**src/asspi_map.svh**
```systemverilog
// asspi_map.svh: opcodes, offsets, field positions and timing counts
// assumes: included by the angle sensor spi block files, 50 MHz sys_clk
`ifndef ASSPI_MAP_SVH
`define ASSPI_MAP_SVH

// -------------------------------------------------------------------------
// opcodes in frame bits 15:13
// -------------------------------------------------------------------------
`define ASSPI_OP_ANGLE 3'h0
`define ASSPI_OP_CLEAR 3'h1
`define ASSPI_OP_READ 3'h2
`define ASSPI_OP_WRITE 3'h4
`define ASSPI_OP_RESTORE 3'h5
`define ASSPI_OP_STORE_ALL 3'h6
`define ASSPI_OP_STORE_ONE 3'h7

// -------------------------------------------------------------------------
// register offsets and fields
// -------------------------------------------------------------------------
`define ASSPI_REG_DIR 5'h09
`define ASSPI_REG_FIELD 5'h1B
`define ASSPI_DIR_BIT 7
`define ASSPI_FLAG_HIGH_BIT 7
`define ASSPI_FLAG_LOW_BIT 6
`define ASSPI_NUM_REGS 32
`define ASSPI_FRAME_BITS 16

// -------------------------------------------------------------------------
// timing: figures as printed, counts derived from the 50 MHz clock
// -------------------------------------------------------------------------
`define ASSPI_CLK_MHZ 50
`define ASSPI_REFRESH_US 1
`define ASSPI_REFRESH_CYC (`ASSPI_REFRESH_US * `ASSPI_CLK_MHZ)
`define ASSPI_STORE_ONE_MS 23
`define ASSPI_STORE_ALL_MS 704
`define ASSPI_RESTORE_US 240
`define ASSPI_STORE_ONE_CYC (`ASSPI_STORE_ONE_MS * 1000 * `ASSPI_CLK_MHZ)
`define ASSPI_STORE_ALL_CYC (`ASSPI_STORE_ALL_MS * 1000 * `ASSPI_CLK_MHZ)
`define ASSPI_RESTORE_CYC (`ASSPI_RESTORE_US * `ASSPI_CLK_MHZ)

`endif

```
**src/asspi_pkg.sv**
```systemverilog
// asspi_pkg.sv: types shared by the angle sensor spi command block
// assumes: constants come from asspi_map.svh
package asspi_pkg;

    // nonvolatile engine states, gray along idle-run-done
    typedef enum logic [1:0] {
        ASSPI_NV_IDLE = 2'b00,
        ASSPI_NV_RUN = 2'b01,
        ASSPI_NV_DONE = 2'b11
    } asspi_nv_e;

    typedef enum logic [1:0] {
        ASSPI_NVOP_ONE = 2'b00,
        ASSPI_NVOP_ALL = 2'b01,
        ASSPI_NVOP_RESTORE = 2'b10
    } asspi_nvop_e;

    // decoded request frame
    typedef struct packed {
        logic [2:0] op;
        logic [4:0] addr;
        logic [7:0] data;
    } asspi_frame_s;

    // nonvolatile request towards the memory engine
    typedef struct packed {
        logic start;
        asspi_nvop_e op;
        logic [4:0] addr;
    } asspi_nvreq_s;

endpackage : asspi_pkg

```
**src/asspi_nvm.sv**
```systemverilog
// asspi_nvm.sv: nonvolatile store and restore engine with busy timing
// assumes: start pulses only while busy is low; the register file copies
`timescale 1ns/1ns
`include "asspi_map.svh"
module asspi_nvm import asspi_pkg::*; #(
    parameter int unsigned STORE_ONE_CYC = `ASSPI_STORE_ONE_CYC,
    parameter int unsigned STORE_ALL_CYC = `ASSPI_STORE_ALL_CYC,
    parameter int unsigned RESTORE_CYC = `ASSPI_RESTORE_CYC
) (
    input wire logic sys_clk,
    input wire logic rst_n,
    input wire asspi_nvreq_s req,
    output logic busy,
    output logic done_pulse,
    output asspi_nvop_e done_op,
    output logic [4:0] done_addr
);
    asspi_nv_e state;
    logic [31:0] count;
    asspi_nvop_e op;
    logic [4:0] addr;
    logic [31:0] load_cyc;

    // busy duration per kind of operation
    assign load_cyc = (req.op == ASSPI_NVOP_ONE) ? STORE_ONE_CYC :
        (req.op == ASSPI_NVOP_ALL) ? STORE_ALL_CYC : RESTORE_CYC;

    // operation runs full length; copy is committed at its end
    always_ff @(posedge sys_clk or negedge rst_n) begin
        if (!rst_n) begin
            state <= ASSPI_NV_IDLE;
            count <= 32'h0;
            op <= ASSPI_NVOP_ONE;
            addr <= 5'h00;
            busy <= 1'b0;
            done_pulse <= 1'b0;
        end else begin
            done_pulse <= 1'b0;
            case (state)
                ASSPI_NV_IDLE: begin
                    if (req.start) begin
                        state <= ASSPI_NV_RUN;
                        count <= load_cyc - 32'h1;
                        op <= req.op;
                        addr <= req.addr;
                        busy <= 1'b1;
                    end
                end
                ASSPI_NV_RUN: begin
                    if (count == 32'h0) begin
                        state <= ASSPI_NV_DONE;
                        done_pulse <= 1'b1;
                    end else begin
                        count <= count - 32'h1;
                    end
                end
                ASSPI_NV_DONE: begin
                    state <= ASSPI_NV_IDLE;
                    busy <= 1'b0;
                end
                default: state <= ASSPI_NV_IDLE;
            endcase
        end
    end
    assign done_op = op;
    assign done_addr = addr;

    AST_BUSY_HOLD: assert property (@(posedge sys_clk) disable iff (!rst_n)
        req.start && !busy |=> busy [*2])
        else $error("busy not raised on start");
endmodule : asspi_nvm

```
**src/asspi_top.sv**
```systemverilog
// asspi_top.sv: spi slave command logic of a magnetic angle sensor
// assumes: spi pins are asynchronous to sys_clk and sampled here; mode 0/3
// Function
// - load new angle sample every microsecond
// - chip select fall freezes output buffer
// - chip select rise releases output buffer
// - sixteen clocks shift angle out msb first
// - fast repeated reads return same angle word
// - read request: opcode 010, five-bit address
// - read reply: angle high byte, register value
// - register 27 reports high and low field
// - write request: opcode 100, address, data
// - write reply echoes written value with angle; register 27 returns its flags
// - direction bit one reverses angle sense
// - startup copies nonvolatile memory into registers
// - restore-all reloads registers from memory
// - store-single saves addressed register
// - store-all saves every register
// - commands ignored while memory busy
// - busy pin high during memory operation
// - store-single is opcode 111 with address
// - store-all is opcode 110
// - restore-all is opcode 101
// - memory operations last 23ms, 704ms, 240us
`timescale 1ns/1ns
`include "asspi_map.svh"
module asspi_top import asspi_pkg::*; #(
    parameter int unsigned STORE_ONE_CYC = `ASSPI_STORE_ONE_CYC,
    parameter int unsigned STORE_ALL_CYC = `ASSPI_STORE_ALL_CYC,
    parameter int unsigned RESTORE_CYC = `ASSPI_RESTORE_CYC
) (
    input wire logic sys_clk,
    input wire logic rst_n,
    input wire logic sclk,
    input wire logic cs_n,
    input wire logic mosi,
    output logic miso,
    output logic miso_oe,
    input wire logic [15:0] angle_in,
    input wire logic field_high_flag,
    input wire logic field_low_flag,
    output logic nvm_busy,
    output logic dir_ccw
);
    // ---------------------------------------------------------------------
    // pin synchronisers
    // ---------------------------------------------------------------------
    logic [1:0] sclk_sync;
    logic [1:0] cs_sync;
    logic [1:0] mosi_sync;
    logic [1:0] fh_sync;
    logic [1:0] fl_sync;
    logic sclk_q;
    logic cs_q;

    // two flops each; only stage 1 is read by logic
    always_ff @(posedge sys_clk or negedge rst_n) begin
        if (!rst_n) begin
            sclk_sync <= 2'h0;
            cs_sync <= 2'h3;
            mosi_sync <= 2'h0;
            fh_sync <= 2'h0;
            fl_sync <= 2'h0;
            sclk_q <= 1'b0;
            cs_q <= 1'b1;
        end else begin
            sclk_sync <= {sclk_sync[0], sclk};
            cs_sync <= {cs_sync[0], cs_n};
            mosi_sync <= {mosi_sync[0], mosi};
            fh_sync <= {fh_sync[0], field_high_flag};
            fl_sync <= {fl_sync[0], field_low_flag};
            sclk_q <= sclk_sync[1];
            cs_q <= cs_sync[1];
        end
    end

    // edge detects on the settled copies
    logic cs_fall;
    logic cs_rise;
    logic sclk_rise;
    logic sclk_fall;
    logic active;
    assign cs_fall = cs_q && !cs_sync[1];
    assign cs_rise = !cs_q && cs_sync[1];
    assign sclk_rise = !sclk_q && sclk_sync[1];
    assign sclk_fall = sclk_q && !sclk_sync[1];
    assign active = !cs_sync[1];

    // ---------------------------------------------------------------------
    // angle sampling and freeze
    // ---------------------------------------------------------------------
    logic [5:0] refresh_cnt;
    logic [15:0] angle_buf;
    logic frozen;
    logic [15:0] angle_dir;

    // direction bit mirrors the angle about zero
    assign angle_dir = dir_ccw ? (16'h0 - angle_in) : angle_in;

    // buffer refreshes on the tick only while not frozen
    always_ff @(posedge sys_clk or negedge rst_n) begin
        if (!rst_n) begin
            refresh_cnt <= 6'h00;
            angle_buf <= 16'h0000;
            frozen <= 1'b0;
        end else begin
            if (refresh_cnt == 6'(`ASSPI_REFRESH_CYC - 1)) begin
                refresh_cnt <= 6'h00;
            end else begin
                refresh_cnt <= refresh_cnt + 6'h01;
            end
            if (cs_fall) begin
                frozen <= 1'b1;
            end else if (cs_rise) begin
                frozen <= 1'b0;
            end
            // stale word kept between ticks
            if (!frozen && !cs_fall && refresh_cnt == 6'h00) begin
                angle_buf <= angle_dir;
            end
        end
    end

    // ---------------------------------------------------------------------
    // frame shifter
    // ---------------------------------------------------------------------
    logic [15:0] rx_shift;
    logic [15:0] tx_shift;
    logic [4:0] bit_cnt;
    logic frame_done;
    logic [15:0] next_tx;
    logic reply_reg;
    logic [7:0] reply_val;

    // second frame of read or write carries angle byte and register byte
    assign next_tx = reply_reg ? {angle_buf[15:8], reply_val} : angle_buf;

    // capture on rising, shift out on falling; frame counted to sixteen
    always_ff @(posedge sys_clk or negedge rst_n) begin
        if (!rst_n) begin
            rx_shift <= 16'h0000;
            tx_shift <= 16'h0000;
            bit_cnt <= 5'h00;
            frame_done <= 1'b0;
            miso <= 1'b0;
            miso_oe <= 1'b0;
        end else begin
            frame_done <= 1'b0;
            miso_oe <= active;
            if (cs_fall) begin
                tx_shift <= {next_tx[14:0], 1'b0};
                miso <= next_tx[15];
                bit_cnt <= 5'h00;
            end else if (active && sclk_rise) begin
                rx_shift <= {rx_shift[14:0], mosi_sync[1]};
                bit_cnt <= bit_cnt + 5'h01;
                // early chip select rise just drops the frame
                if (bit_cnt == 5'(`ASSPI_FRAME_BITS - 1)) begin
                    frame_done <= 1'b1;
                end
            end else if (active && sclk_fall && bit_cnt != 5'h00) begin
                miso <= tx_shift[15];
                tx_shift <= {tx_shift[14:0], 1'b0};
            end
        end
    end

    // ---------------------------------------------------------------------
    // register file and command decode
    // ---------------------------------------------------------------------
    logic [7:0] regs [0:`ASSPI_NUM_REGS-1];
    // blank image reads as zero, so the start-up copy never loads unknowns
    logic [7:0] nv_mem [0:`ASSPI_NUM_REGS-1] = '{default: 8'h00};
    asspi_frame_s frame;
    asspi_nvreq_s nvreq;
    logic nv_done;
    asspi_nvop_e nv_done_op;
    logic [4:0] nv_done_addr;
    logic boot_load;
    logic [7:0] flag_byte;

    assign frame = asspi_frame_s'(rx_shift);
    assign flag_byte = {fh_sync[1], fl_sync[1], 6'h00};

    // read port: field register is live, others from storage
    function automatic logic [7:0] rd_val(input logic [4:0] a, input logic [7:0] r,
        input logic [7:0] f);
        rd_val = (a == `ASSPI_REG_FIELD) ? f : r;
    endfunction : rd_val

    // nonvolatile request only when not busy
    assign nvreq.start = frame_done && !nvm_busy && frame.op[2] && frame.op[0] |
        (frame_done && !nvm_busy && frame.op == `ASSPI_OP_STORE_ALL);
    assign nvreq.op = (frame.op == `ASSPI_OP_STORE_ONE) ? ASSPI_NVOP_ONE :
        (frame.op == `ASSPI_OP_STORE_ALL) ? ASSPI_NVOP_ALL :
        ASSPI_NVOP_RESTORE;
    assign nvreq.addr = frame.addr;

    asspi_nvm #(
        .STORE_ONE_CYC(STORE_ONE_CYC),
        .STORE_ALL_CYC(STORE_ALL_CYC),
        .RESTORE_CYC(RESTORE_CYC)
    ) u_nvm (
        .sys_clk(sys_clk),
        .rst_n(rst_n),
        .req(nvreq),
        .busy(nvm_busy),
        .done_pulse(nv_done),
        .done_op(nv_done_op),
        .done_addr(nv_done_addr)
    );

    // read and write replies and the start-up load flag; memory holds no reset,
    // so its power-up content is whatever the array starts with
    always_ff @(posedge sys_clk or negedge rst_n) begin
        if (!rst_n) begin
            reply_reg <= 1'b0;
            reply_val <= 8'h00;
            boot_load <= 1'b1;
        end else begin
            boot_load <= 1'b0;
            if (frame_done) begin
                reply_reg <= 1'b0;
                if (!nvm_busy && frame.op == `ASSPI_OP_READ) begin
                    reply_reg <= 1'b1; // low byte ignored
                    reply_val <= rd_val(frame.addr, regs[frame.addr], flag_byte);
                end else if (!nvm_busy && frame.op == `ASSPI_OP_WRITE) begin
                    reply_reg <= 1'b1;
                    reply_val <= rd_val(frame.addr, frame.data, flag_byte);
                end
            end
        end
    end

    // storage arrays, no reset so they map onto plain memory
    genvar gi;
    generate
        for (gi = 0; gi < `ASSPI_NUM_REGS; gi++) begin : g_reg
            always_ff @(posedge sys_clk) begin
                if (boot_load || (nv_done && nv_done_op == ASSPI_NVOP_RESTORE)) begin
                    regs[gi] <= nv_mem[gi];
                end else if (frame_done && !nvm_busy && frame.op == `ASSPI_OP_WRITE
                    && frame.addr == 5'(gi)) begin
                    regs[gi] <= frame.data;
                end
                if (nv_done && (nv_done_op == ASSPI_NVOP_ALL ||
                    (nv_done_op == ASSPI_NVOP_ONE && nv_done_addr == 5'(gi)))) begin
                    nv_mem[gi] <= regs[gi];
                end
            end
        end
    endgenerate

    // direction output registered from the config bit
    always_ff @(posedge sys_clk or negedge rst_n) begin
        if (!rst_n) begin
            dir_ccw <= 1'b0;
        end else begin
            dir_ccw <= regs[`ASSPI_REG_DIR][`ASSPI_DIR_BIT];
        end
    end

    // ---------------------------------------------------------------------
    // assertions
    // ---------------------------------------------------------------------
    AST_FREEZE: assert property (@(posedge sys_clk) disable iff (!rst_n)
        frozen && !cs_rise |=> $stable(angle_buf))
        else $error("angle buffer moved while frozen");
    AST_RELEASE: assert property (@(posedge sys_clk) disable iff (!rst_n)
        cs_rise |=> !frozen)
        else $error("buffer not released on cs rise");
    AST_REFRESH: assert property (@(posedge sys_clk) disable iff (!rst_n)
        !frozen && !cs_fall && refresh_cnt == 6'h00 |=> angle_buf == $past(angle_dir))
        else $error("angle not refreshed on tick");
    AST_BUSY_IGNORE: assert property (@(posedge sys_clk) disable iff (!rst_n)
        frame_done && nvm_busy |=> !reply_reg)
        else $error("command acted on while busy");
    AST_READ_REPLY: assert property (@(posedge sys_clk) disable iff (!rst_n)
        frame_done && !nvm_busy && frame.op == `ASSPI_OP_READ |=> reply_reg)
        else $error("read request not answered");
    AST_WRITE_ECHO: assert property (@(posedge sys_clk) disable iff (!rst_n)
        frame_done && !nvm_busy && frame.op == `ASSPI_OP_WRITE
        && frame.addr != `ASSPI_REG_FIELD |=> reply_val == $past(frame.data))
        else $error("write echo wrong");
    AST_DECODE_16: assert property (@(posedge sys_clk) disable iff (!rst_n)
        frame_done |-> $past(bit_cnt) == 5'h0F)
        else $error("frame decoded early");
    AST_BUSY_START: assert property (@(posedge sys_clk) disable iff (!rst_n)
        nvreq.start |=> nvm_busy)
        else $error("busy not raised");
    COV_READ: cover property (@(posedge sys_clk) frame_done && frame.op == `ASSPI_OP_READ);
    COV_WRITE: cover property (@(posedge sys_clk) frame_done && frame.op == `ASSPI_OP_WRITE);
    COV_STORE: cover property (@(posedge sys_clk) nvreq.start);
    COV_BUSY_DROP: cover property (@(posedge sys_clk) frame_done && nvm_busy);
endmodule : asspi_top

```
**config.mk**
```make
export PLATFORM = sky130hd
export DESIGN_NAME = asspi_top
export DESIGN_NICKNAME = d
export VERILOG_FILES = /design/src/asspi_pkg.sv /design/src/asspi_nvm.sv /design/src/asspi_top.sv
export VERILOG_INCLUDE_DIRS = /design/src /design/src/src
export SDC_FILE = /design/constraint.sdc
export NUM_CORES = 1
export LEC_CHECK = 0
export BUFFER_PORTS_ARGS = -buffer_cell sky130_fd_sc_hd__buf_2
export CAP_MARGIN = 30
export CORE_UTILIZATION = 40
export DETAILED_ROUTE_END_ITERATION = 8
export GPL_TIMING_DRIVEN = 0
export PLACE_DENSITY = 0.65
export SYNTH_ARGS = -nofsm -noshare
export SYNTH_HDL_FRONTEND = slang
export SYNTH_SLANG_ARGS = --single-unit
```
**constraint.sdc**
```tcl
create_clock -name sys_clk -period 3.3 [get_ports sys_clk]
set_clock_uncertainty 0.2 [all_clocks]
set_input_delay 0.66 -clock sys_clk [delete_from_list [all_inputs] [get_ports sys_clk]]
set_output_delay 0.66 -clock sys_clk [all_outputs]
set_load 0.01 [all_outputs]
```
### After elaboration in Yosys (flattened, before gate mapping)

Memories as Yosys holds them, arrays and structs flattened. A register that Yosys moved wholly into a read port is not among the register bits.
Index checks and enable logic that the tools add are counted.

| word-level totals | value |
|---|---|
| flip-flop bits (word level) | 128 |
| RAM bits | 512 |
| input bits | 23 |
| output and inout port bits | 4 |
| logic and storage cells | 548 |
| memories kept | 2 |

Memory list:

| name | words | bits a word | read ports | clocked after Yosys merged registers in | write ports | line | text |
|---|---|---|---|---|---|---|---|
| nv_mem | 32 | 8 | 32 | 0 | 32 | asspi_top.sv:173 | `` logic [7:0] nv_mem [0:`ASSPI_NUM_REGS-1] = '{default: 8'h00}; `` |
| regs | 32 | 8 | 34 | 1 | 32 | asspi_top.sv:171 | `` logic [7:0] regs [0:`ASSPI_NUM_REGS-1]; `` |

| operators by class | value |
|---|---|
| add/subtract/negate cells | 5 |
| eq/ne operators | 77 |
| multiplexer cells | 230 |
| bitwise gates (word level) | 34 |
| reduce and logical (&&, ||, !) cells | 175 |

Operator list:

| cell | number |
|---|---|
| $mux W8 | 37 |
| $mux W1 | 175 |
| $eq A5 B5 Y1 const B | 32 |
| $logic_and A1 B1 Y1 | 113 |
| $mux W32 | 3 |
| $eq A5 B4 Y1 const B | 17 |
| $mux W16 | 4 |
| $pmux W32 S2 | 1 |
| $sub A32 B1 Y32 const B | 2 |
| $eq A5 B3 Y1 const B | 8 |
| $logic_or A1 B1 Y1 | 33 |
| $or A1 B1 Y1 | 33 |
| $logic_not A32 Y1 | 1 |
| $mux W26 | 1 |
| $eq A5 B2 Y1 const B | 4 |
| $sub A1 B16 Y16 const A | 1 |
| $reduce_and A2 Y1 | 6 |
| $reduce_bool A2 Y1 | 6 |
| $eq A5 B1 Y1 const B | 2 |
| $logic_not A5 Y1 | 2 |
| $mux W5 | 2 |
| $eq A3 B3 Y1 const B | 3 |
| $logic_not A1 Y1 | 8 |
| $mux W2 | 4 |
| other kinds (16) | 23 |

### Logic depth before layout (Yosys ltp)

| depth | value |
|---|---|
| word-level depth | 9 |
| mapped depth | 10 |
| depth with buffers taken out | 8 |

### Hierarchy

Synthesis repeated with hierarchy kept, for this count alone.

| second synthesis, totals | value |
|---|---|
| cell total of the unflattened synthesis | 1874 |
| area, all modules | 28252.1 sq um |

Modules (own cells, without submodules):

| module | instances | cells each | area each (sq um) | seq. area each (sq um) |
|---|---|---|---|---|
| asspi_top | 1 | 1587 | 25720.9 | 17506.8 |
| asspi_nvm | 1 | 287 | 2531.2 | 1076.0 |

### Worst setup path before layout

No wires, ideal clock.

| timing | value |
|---|---|
| path kind | register to register |
| from | register u_nvm.state[0] |
| to | register u_nvm.count[28] |
| setup time | 131 ps |
| arrival time | 2498 ps |
| required time | 2969 ps |
| setup slack | 470 ps |
| stages on the path, launching flop included | 11 |
| buffers on the path | 2 |
| period minus slack after synthesis | 2830 ps |
| cells stage by stage | dfrtp_1 > nor2b_1 > clkbuf_1 > clkbuf_1 > nand2_1 > ha_1 > nor3b_1 > nand4_1 > nor4_1 > o2111ai_1 > xor2_1 |

| on the way | value |
|---|---|
| longest elaborated chain between the ends | 3 |
| elaborated cells on any way between the ends | 7 |
| those cells by class | 3 x eq/ne; 1 x mux; 3 x reduce/logical |

Ends and longest elaborated chain:

| item | line | text |
|---|---|---|
| from (decl) | asspi_nvm.sv:18 | `asspi_nv_e state;` |
| from (signal assigned) | asspi_nvm.sv:31 | `state <= ASSPI_NV_IDLE;` |
| from (signal assigned) | asspi_nvm.sv:42 | `state <= ASSPI_NV_RUN;` |
| from (signal assigned) | asspi_nvm.sv:51 | `state <= ASSPI_NV_DONE;` |
| $eq A2 B1 Y1 / $logic_not A2 Y1 (equally long branches) | asspi_nvm.sv:39 | `case (state)` |
| $ne A2 B2 Y1 (no source line) / $reduce_bool A2 Y1 (equally long branches) | - |  |
| $reduce_and A3 Y1 (no source line) | - |  |
| to (signal assigned) | asspi_nvm.sv:43 | `count <= load_cyc - 32'h1;` |
| to (signal assigned) | asspi_nvm.sv:54 | `count <= count - 32'h1;` |
| to (decl) | asspi_nvm.sv:19 | `logic [31:0] count;` |

Parallel ways exist; a longest one is shown, timed or not.
A chain may end at the register's enable or synchronous reset.

==> results by stage <==
Finish:
- The final net count is 1979.
- The count of filler cells inserted in the layout is 5939.
- The ratio of cells with drive above 1 in the final layout is 0.304.
- The area growth from synthesis to layout is 15.1%.
- The largest registers in the layout are nv_mem (256), regs (256), u_nvm.count (32).

Synth:
- The proportion of netlist area held by the largest area contributor is 0.556.
- The number of nets handed over by synthesis was ~1800.
- The post-synthesis average cell area is approximately 15 sq um.
- The combined area of all synthesized cells is 27700 sq um.
- The count of state elements after synthesis is 640.
- For this run, the register share of the synthesized area comes to 0.672.
- sky130_fd_sc_hd__edfxtp_1 takes more of the synthesized area than any other cell.
- The leading register cell type out of synthesis is sky130_fd_sc_hd__edfxtp_1.
- The netlist uses 77 different library cells.
- The synthesized design contains roughly 510 enable-type register cells.
- In the synthesized netlist, the number of instances is about 1800.
- For this run, asynchronously set or reset flops after synthesis account for 0.200.
- The Yosys warning count is 0.
- In the post-synthesis netlist, the biggest area contributors are sky130_fd_sc_hd__edfxtp_1 (56%), sky130_fd_sc_hd__mux2_2 (11%), sky130_fd_sc_hd__dfrtp_1 (11%), sky130_fd_sc_hd__mux4_2 (3.7%), sky130_fd_sc_hd__mux2i_1 (2.0%).

Min path:
- The cell depth of the worst hold path is 0.
- The start point of the worst hold path is mosi_sync[0].
- The path with the worst hold slack has its endpoint at mosi_sync[1].
- The type of the tightest min-delay check is reg2reg.

GRT:
- The via count of the first global-routing pass came to 17000.
- The first global-routing pass estimated 117 mm of wire.
- The pin count of the biggest net entering global routing is 89.
- The initial antenna violation count is 1.
- The global router's overall resource usage is 0.227.
- The overflow left after global routing is 0.

Setup path:
- The required time of the worst setup path is between 3 and 4 ns.
- The worst setup path is of the reg2reg kind.
- The maximum fanout along the worst path is 10.
- In this run the critical register-to-register path is launched from frame[8].
- The startpoint type of the worst setup path is a flop.
- The slowest library cell on the worst path is sky130_fd_sc_hd__dfrtp_1.
- The critical path contains buffers and inverters numbering 5 combined.
- The kind of cell with the highest combined delay on the critical path is buffers and inverters.
- The worst register-to-register path ends at regs[24][2].
- On the worst path, the slowest cell contributes a delay of ~0.4 ns.
- The setup check on the worst reg-to-reg path leaves a slack of between 0.05 and 0.06 ns.
- The worst setup path is captured at a flop.
- The path depth of the worst reg2reg path is 8.
- At the worst endpoint, the arrival time is around 3.4 ns.
- Walking the worst path, the cells encountered are buf_4, buf_4, buf_2, nor2_1, clkbuf_2, nand2_1, o21ai_1, buf_2.

STA:
- Setup repair after global routing could not meet its margin everywhere.
- Across all hold checks on the routed design, the worst slack comes to around 0.15 ns.
- The hold violation total from the final report was 0.
- The final worst-path setup slack is 0.0508 ns.
- The total of endpoints with negative setup slack in the final report is 0.
- The setup total negative slack is 0 ns.
- The final number of max-transition violations was 0.
- At the pin with the least slew margin, the transition time is 1.05 ns.
- The share of the cycle needed by the critical path after routing is 0.985.
- The shortest period the worst path allows is 3.25 ns.
- The relative max-transition margin is 0.293.
- For this run, the top clock speed supported by timing is a little over 300 MHz.

Clock network:
- The clock latency on the worst-skew pair is 0.61 ns.
- In this run the number of H-tree levels came out at 3.
- The tree is rooted in a sky130_fd_sc_hd__clkbuf_16.
- The buffer depth of the longest clock path is 3.
- CTS saw 640 sinks.
- The post-CTS clock slew at the launch and capture registers of the worst setup and hold paths is around 0.070 ns.
- The CTS tree is yes.
- TritonCTS created a little under 70 clock buffers.

Drt:
- Summed over all layers, the routed wires come to 78.7 mm.
- The number of design rule violations left after detail routing is 0.
- The average wire per cell in the routed design is about 27 um.
- The number of search-and-repair iterations in the first detailed-routing pass is 8.
- The number of vias in the routed layout is 17100.
- In the routed layout, each cell is associated on average with a via count of ~5.9.
- The detail route stage leaves a number of antenna-violating nets equal to 0.
- The first-iteration detailed-routing DRC count is between 1500 and 2000.

Outcome:
- The flow ran to the end, and the final reports show no timing, DRC or antenna violations.

Power and ir drop:
- The static power due to leakage is ~11 nW.
- The power per unit of standard cell area is roughly 560 nW/um^2.
- The overall power consumption is about 0.018 W.
- The peak supply drop is about 0.36 mV.

Run:
- The max-capacitance violation count is 0.

Placed design:
- The detailed placement HPWL is around 55 mm.
- The congestion estimate from routability-driven global placement came to around 0.96.
- The worst slack after detailed placement is -0.708 ns.
- Port buffering added 26 buffers.

Floorplan:
- The core region is between 60000 and 70000 sq um.
- The floorplan step set the die width to roughly 260 um.
- The die covers around 70000 sq um.
- The die extent in y is ~260 um.
- 27 I/O pins were placed.
- The starting density of the core is 0.404.
- The total number of placement rows is 96.
## cell usage in the layout (no fill, tap or decap), drive strengths merged, types with 13 or more instances in the layout
master and count:
nor3 19, nand2 125, or3 13, edfxtp 512, o21ai 90, mux4 45
dfrtp 124, a21oi 31, a211oi 25, nor4 16, clkbuf 162, inv 15
a21boi 24, mux2i 55, nand3 38, mux2 277, and2 13, nor2 44
xor2 24, buf 118, clkinv 24, nor2b 19
## worst register-to-register path, stage by stage, from the launching register on
cell	delay, ns
sky130_fd_sc_hd__dfrtp_1	0.40
sky130_fd_sc_hd__buf_4	0.24
sky130_fd_sc_hd__buf_4	0.28
sky130_fd_sc_hd__buf_2	0.24
sky130_fd_sc_hd__nor2_1	0.27
sky130_fd_sc_hd__clkbuf_2	0.37
sky130_fd_sc_hd__nand2_1	0.27
sky130_fd_sc_hd__o21ai_1	0.38
sky130_fd_sc_hd__buf_2	0.29
## per-stage QoR
step	cells	area, sq um	utilization
after floorplan	1788	27700	-
after global placement	2696	28900	0.422
after detailed placement	2749	29300	0.427
after CTS	2875	31700	0.463
after global routing	2876	31800	0.465
final	2877	31800	0.465
## metal layers
layer,track usage,part of all wire
met5,0,0.00017
met2,0.345,0.46
met4,0.0853,0.039
met3,0.0465,0.078
met1,0.320,0.43
## cell type report
| class | instances | area, sq um | area share |
|---|---|---|---|
| antenna | 1 | 2.50 | 0.0000786 |
| buffer | 108 | 509 | 0.0160 |
| clock buffer | 86 | 1880 | 0.0592 |
| clock inverter | 31 | 256 | 0.00806 |
| inverter | 15 | 57.6 | 0.00181 |
| multi-input combinational | 1022 | 8800 | 0.276 |
| sequential | 640 | 18600 | 0.584 |
| tap | 882 | 1100 | 0.0347 |
| timing repair buffer | 92 | 636 | 0.0200 |
## timing repair
item / CTS / global route
pin swaps: 2 / 0
setup buffers: 4 / 1
gates resized for setup: 55 / 42
hold buffers: 6 / 0
endpoints found under the setup margin: 460 / 256
endpoints found under the hold margin: 45 / 0
## worst max path at each step
| stage | from | endpoint | slack, ns | cells past startpoint |
|---|---|---|---|---|
| finish | frame[8] | regs[24][2] | 0.05 | 8 |
| detailed placement | frame[8] | regs[25][3] | -0.71 | 7 |
| floorplan | u_nvm.state[0] | u_nvm.count[28] | 0.47 | 10 |
| CTS | u_nvm.busy | regs[20][2] | -0.006 | 6 |
| global placement | frame[8] | regs[1][6] | -1.26 | 7 |
| global route | frame[8] | regs[24][2] | -0.02 | 8 |
## synth_stat cells, types with 5 or more instances
cell type / instances
sky130_fd_sc_hd__o21a_1: 5
sky130_fd_sc_hd__nor2b_1: 19
sky130_fd_sc_hd__o31ai_1: 8
sky130_fd_sc_hd__nand3b_1: 5
sky130_fd_sc_hd__o22ai_1: 9
sky130_fd_sc_hd__ha_1: 9
sky130_fd_sc_hd__nand2_1: 125
sky130_fd_sc_hd__a31oi_1: 6
sky130_fd_sc_hd__edfxtp_1: 512
sky130_fd_sc_hd__nor3_1: 18
sky130_fd_sc_hd__nor4_1: 15
sky130_fd_sc_hd__nor2_4: 5
sky130_fd_sc_hd__nand4_1: 9
sky130_fd_sc_hd__nor2_1: 38
sky130_fd_sc_hd__a211oi_1: 25
sky130_fd_sc_hd__and2_1: 12
sky130_fd_sc_hd__buf_2: 21
sky130_fd_sc_hd__mux4_2: 45
sky130_fd_sc_hd__a22o_1: 5
sky130_fd_sc_hd__xnor2_1: 10
sky130_fd_sc_hd__clkbuf_1: 79
sky130_fd_sc_hd__dfrtp_1: 124
sky130_fd_sc_hd__o21ai_0: 89
sky130_fd_sc_hd__nand3_1: 38
sky130_fd_sc_hd__buf_1: 7
sky130_fd_sc_hd__nand2b_1: 11
sky130_fd_sc_hd__a21oi_1: 31
sky130_fd_sc_hd__xor2_1: 24
sky130_fd_sc_hd__or3_1: 13
sky130_fd_sc_hd__mux2_2: 277
sky130_fd_sc_hd__o41ai_1: 5
sky130_fd_sc_hd__nor4b_1: 8
sky130_fd_sc_hd__inv_1: 13
sky130_fd_sc_hd__o221ai_1: 7
sky130_fd_sc_hd__mux2i_1: 55
sky130_fd_sc_hd__a21boi_0: 24
sky130_fd_sc_hd__a22oi_1: 6
## power by group
group	switching [W]	internal [W]	total [W]
clock	0.00317	0.00434	0.00751
sequential	0.000213	0.00881	0.00903
combinational	0.000908	0.000305	0.00121
total	0.00429	0.0135	0.0177
## logic make-up (layout without fill, tap and decap cells)
| group | Yosys count | in the layout | share of synthesized area |
|---|---|---|---|
| other cells | 1 | 2 | 0.000136 |
| compound gates | 254 | 254 | 0.0600 |
| fa+ha+maj | 9 | 9 | 0.00407 |
| mux | 377 | 377 | 0.169 |
| buf+inv | 126 | 332 | 0.0189 |
| xor+xnor | 34 | 34 | 0.0108 |
| simple gates | 347 | 347 | 0.0650 |
| flops | 640 | 640 | 0.672 |
No activity file was read; power rests on OpenSTA's default activity.
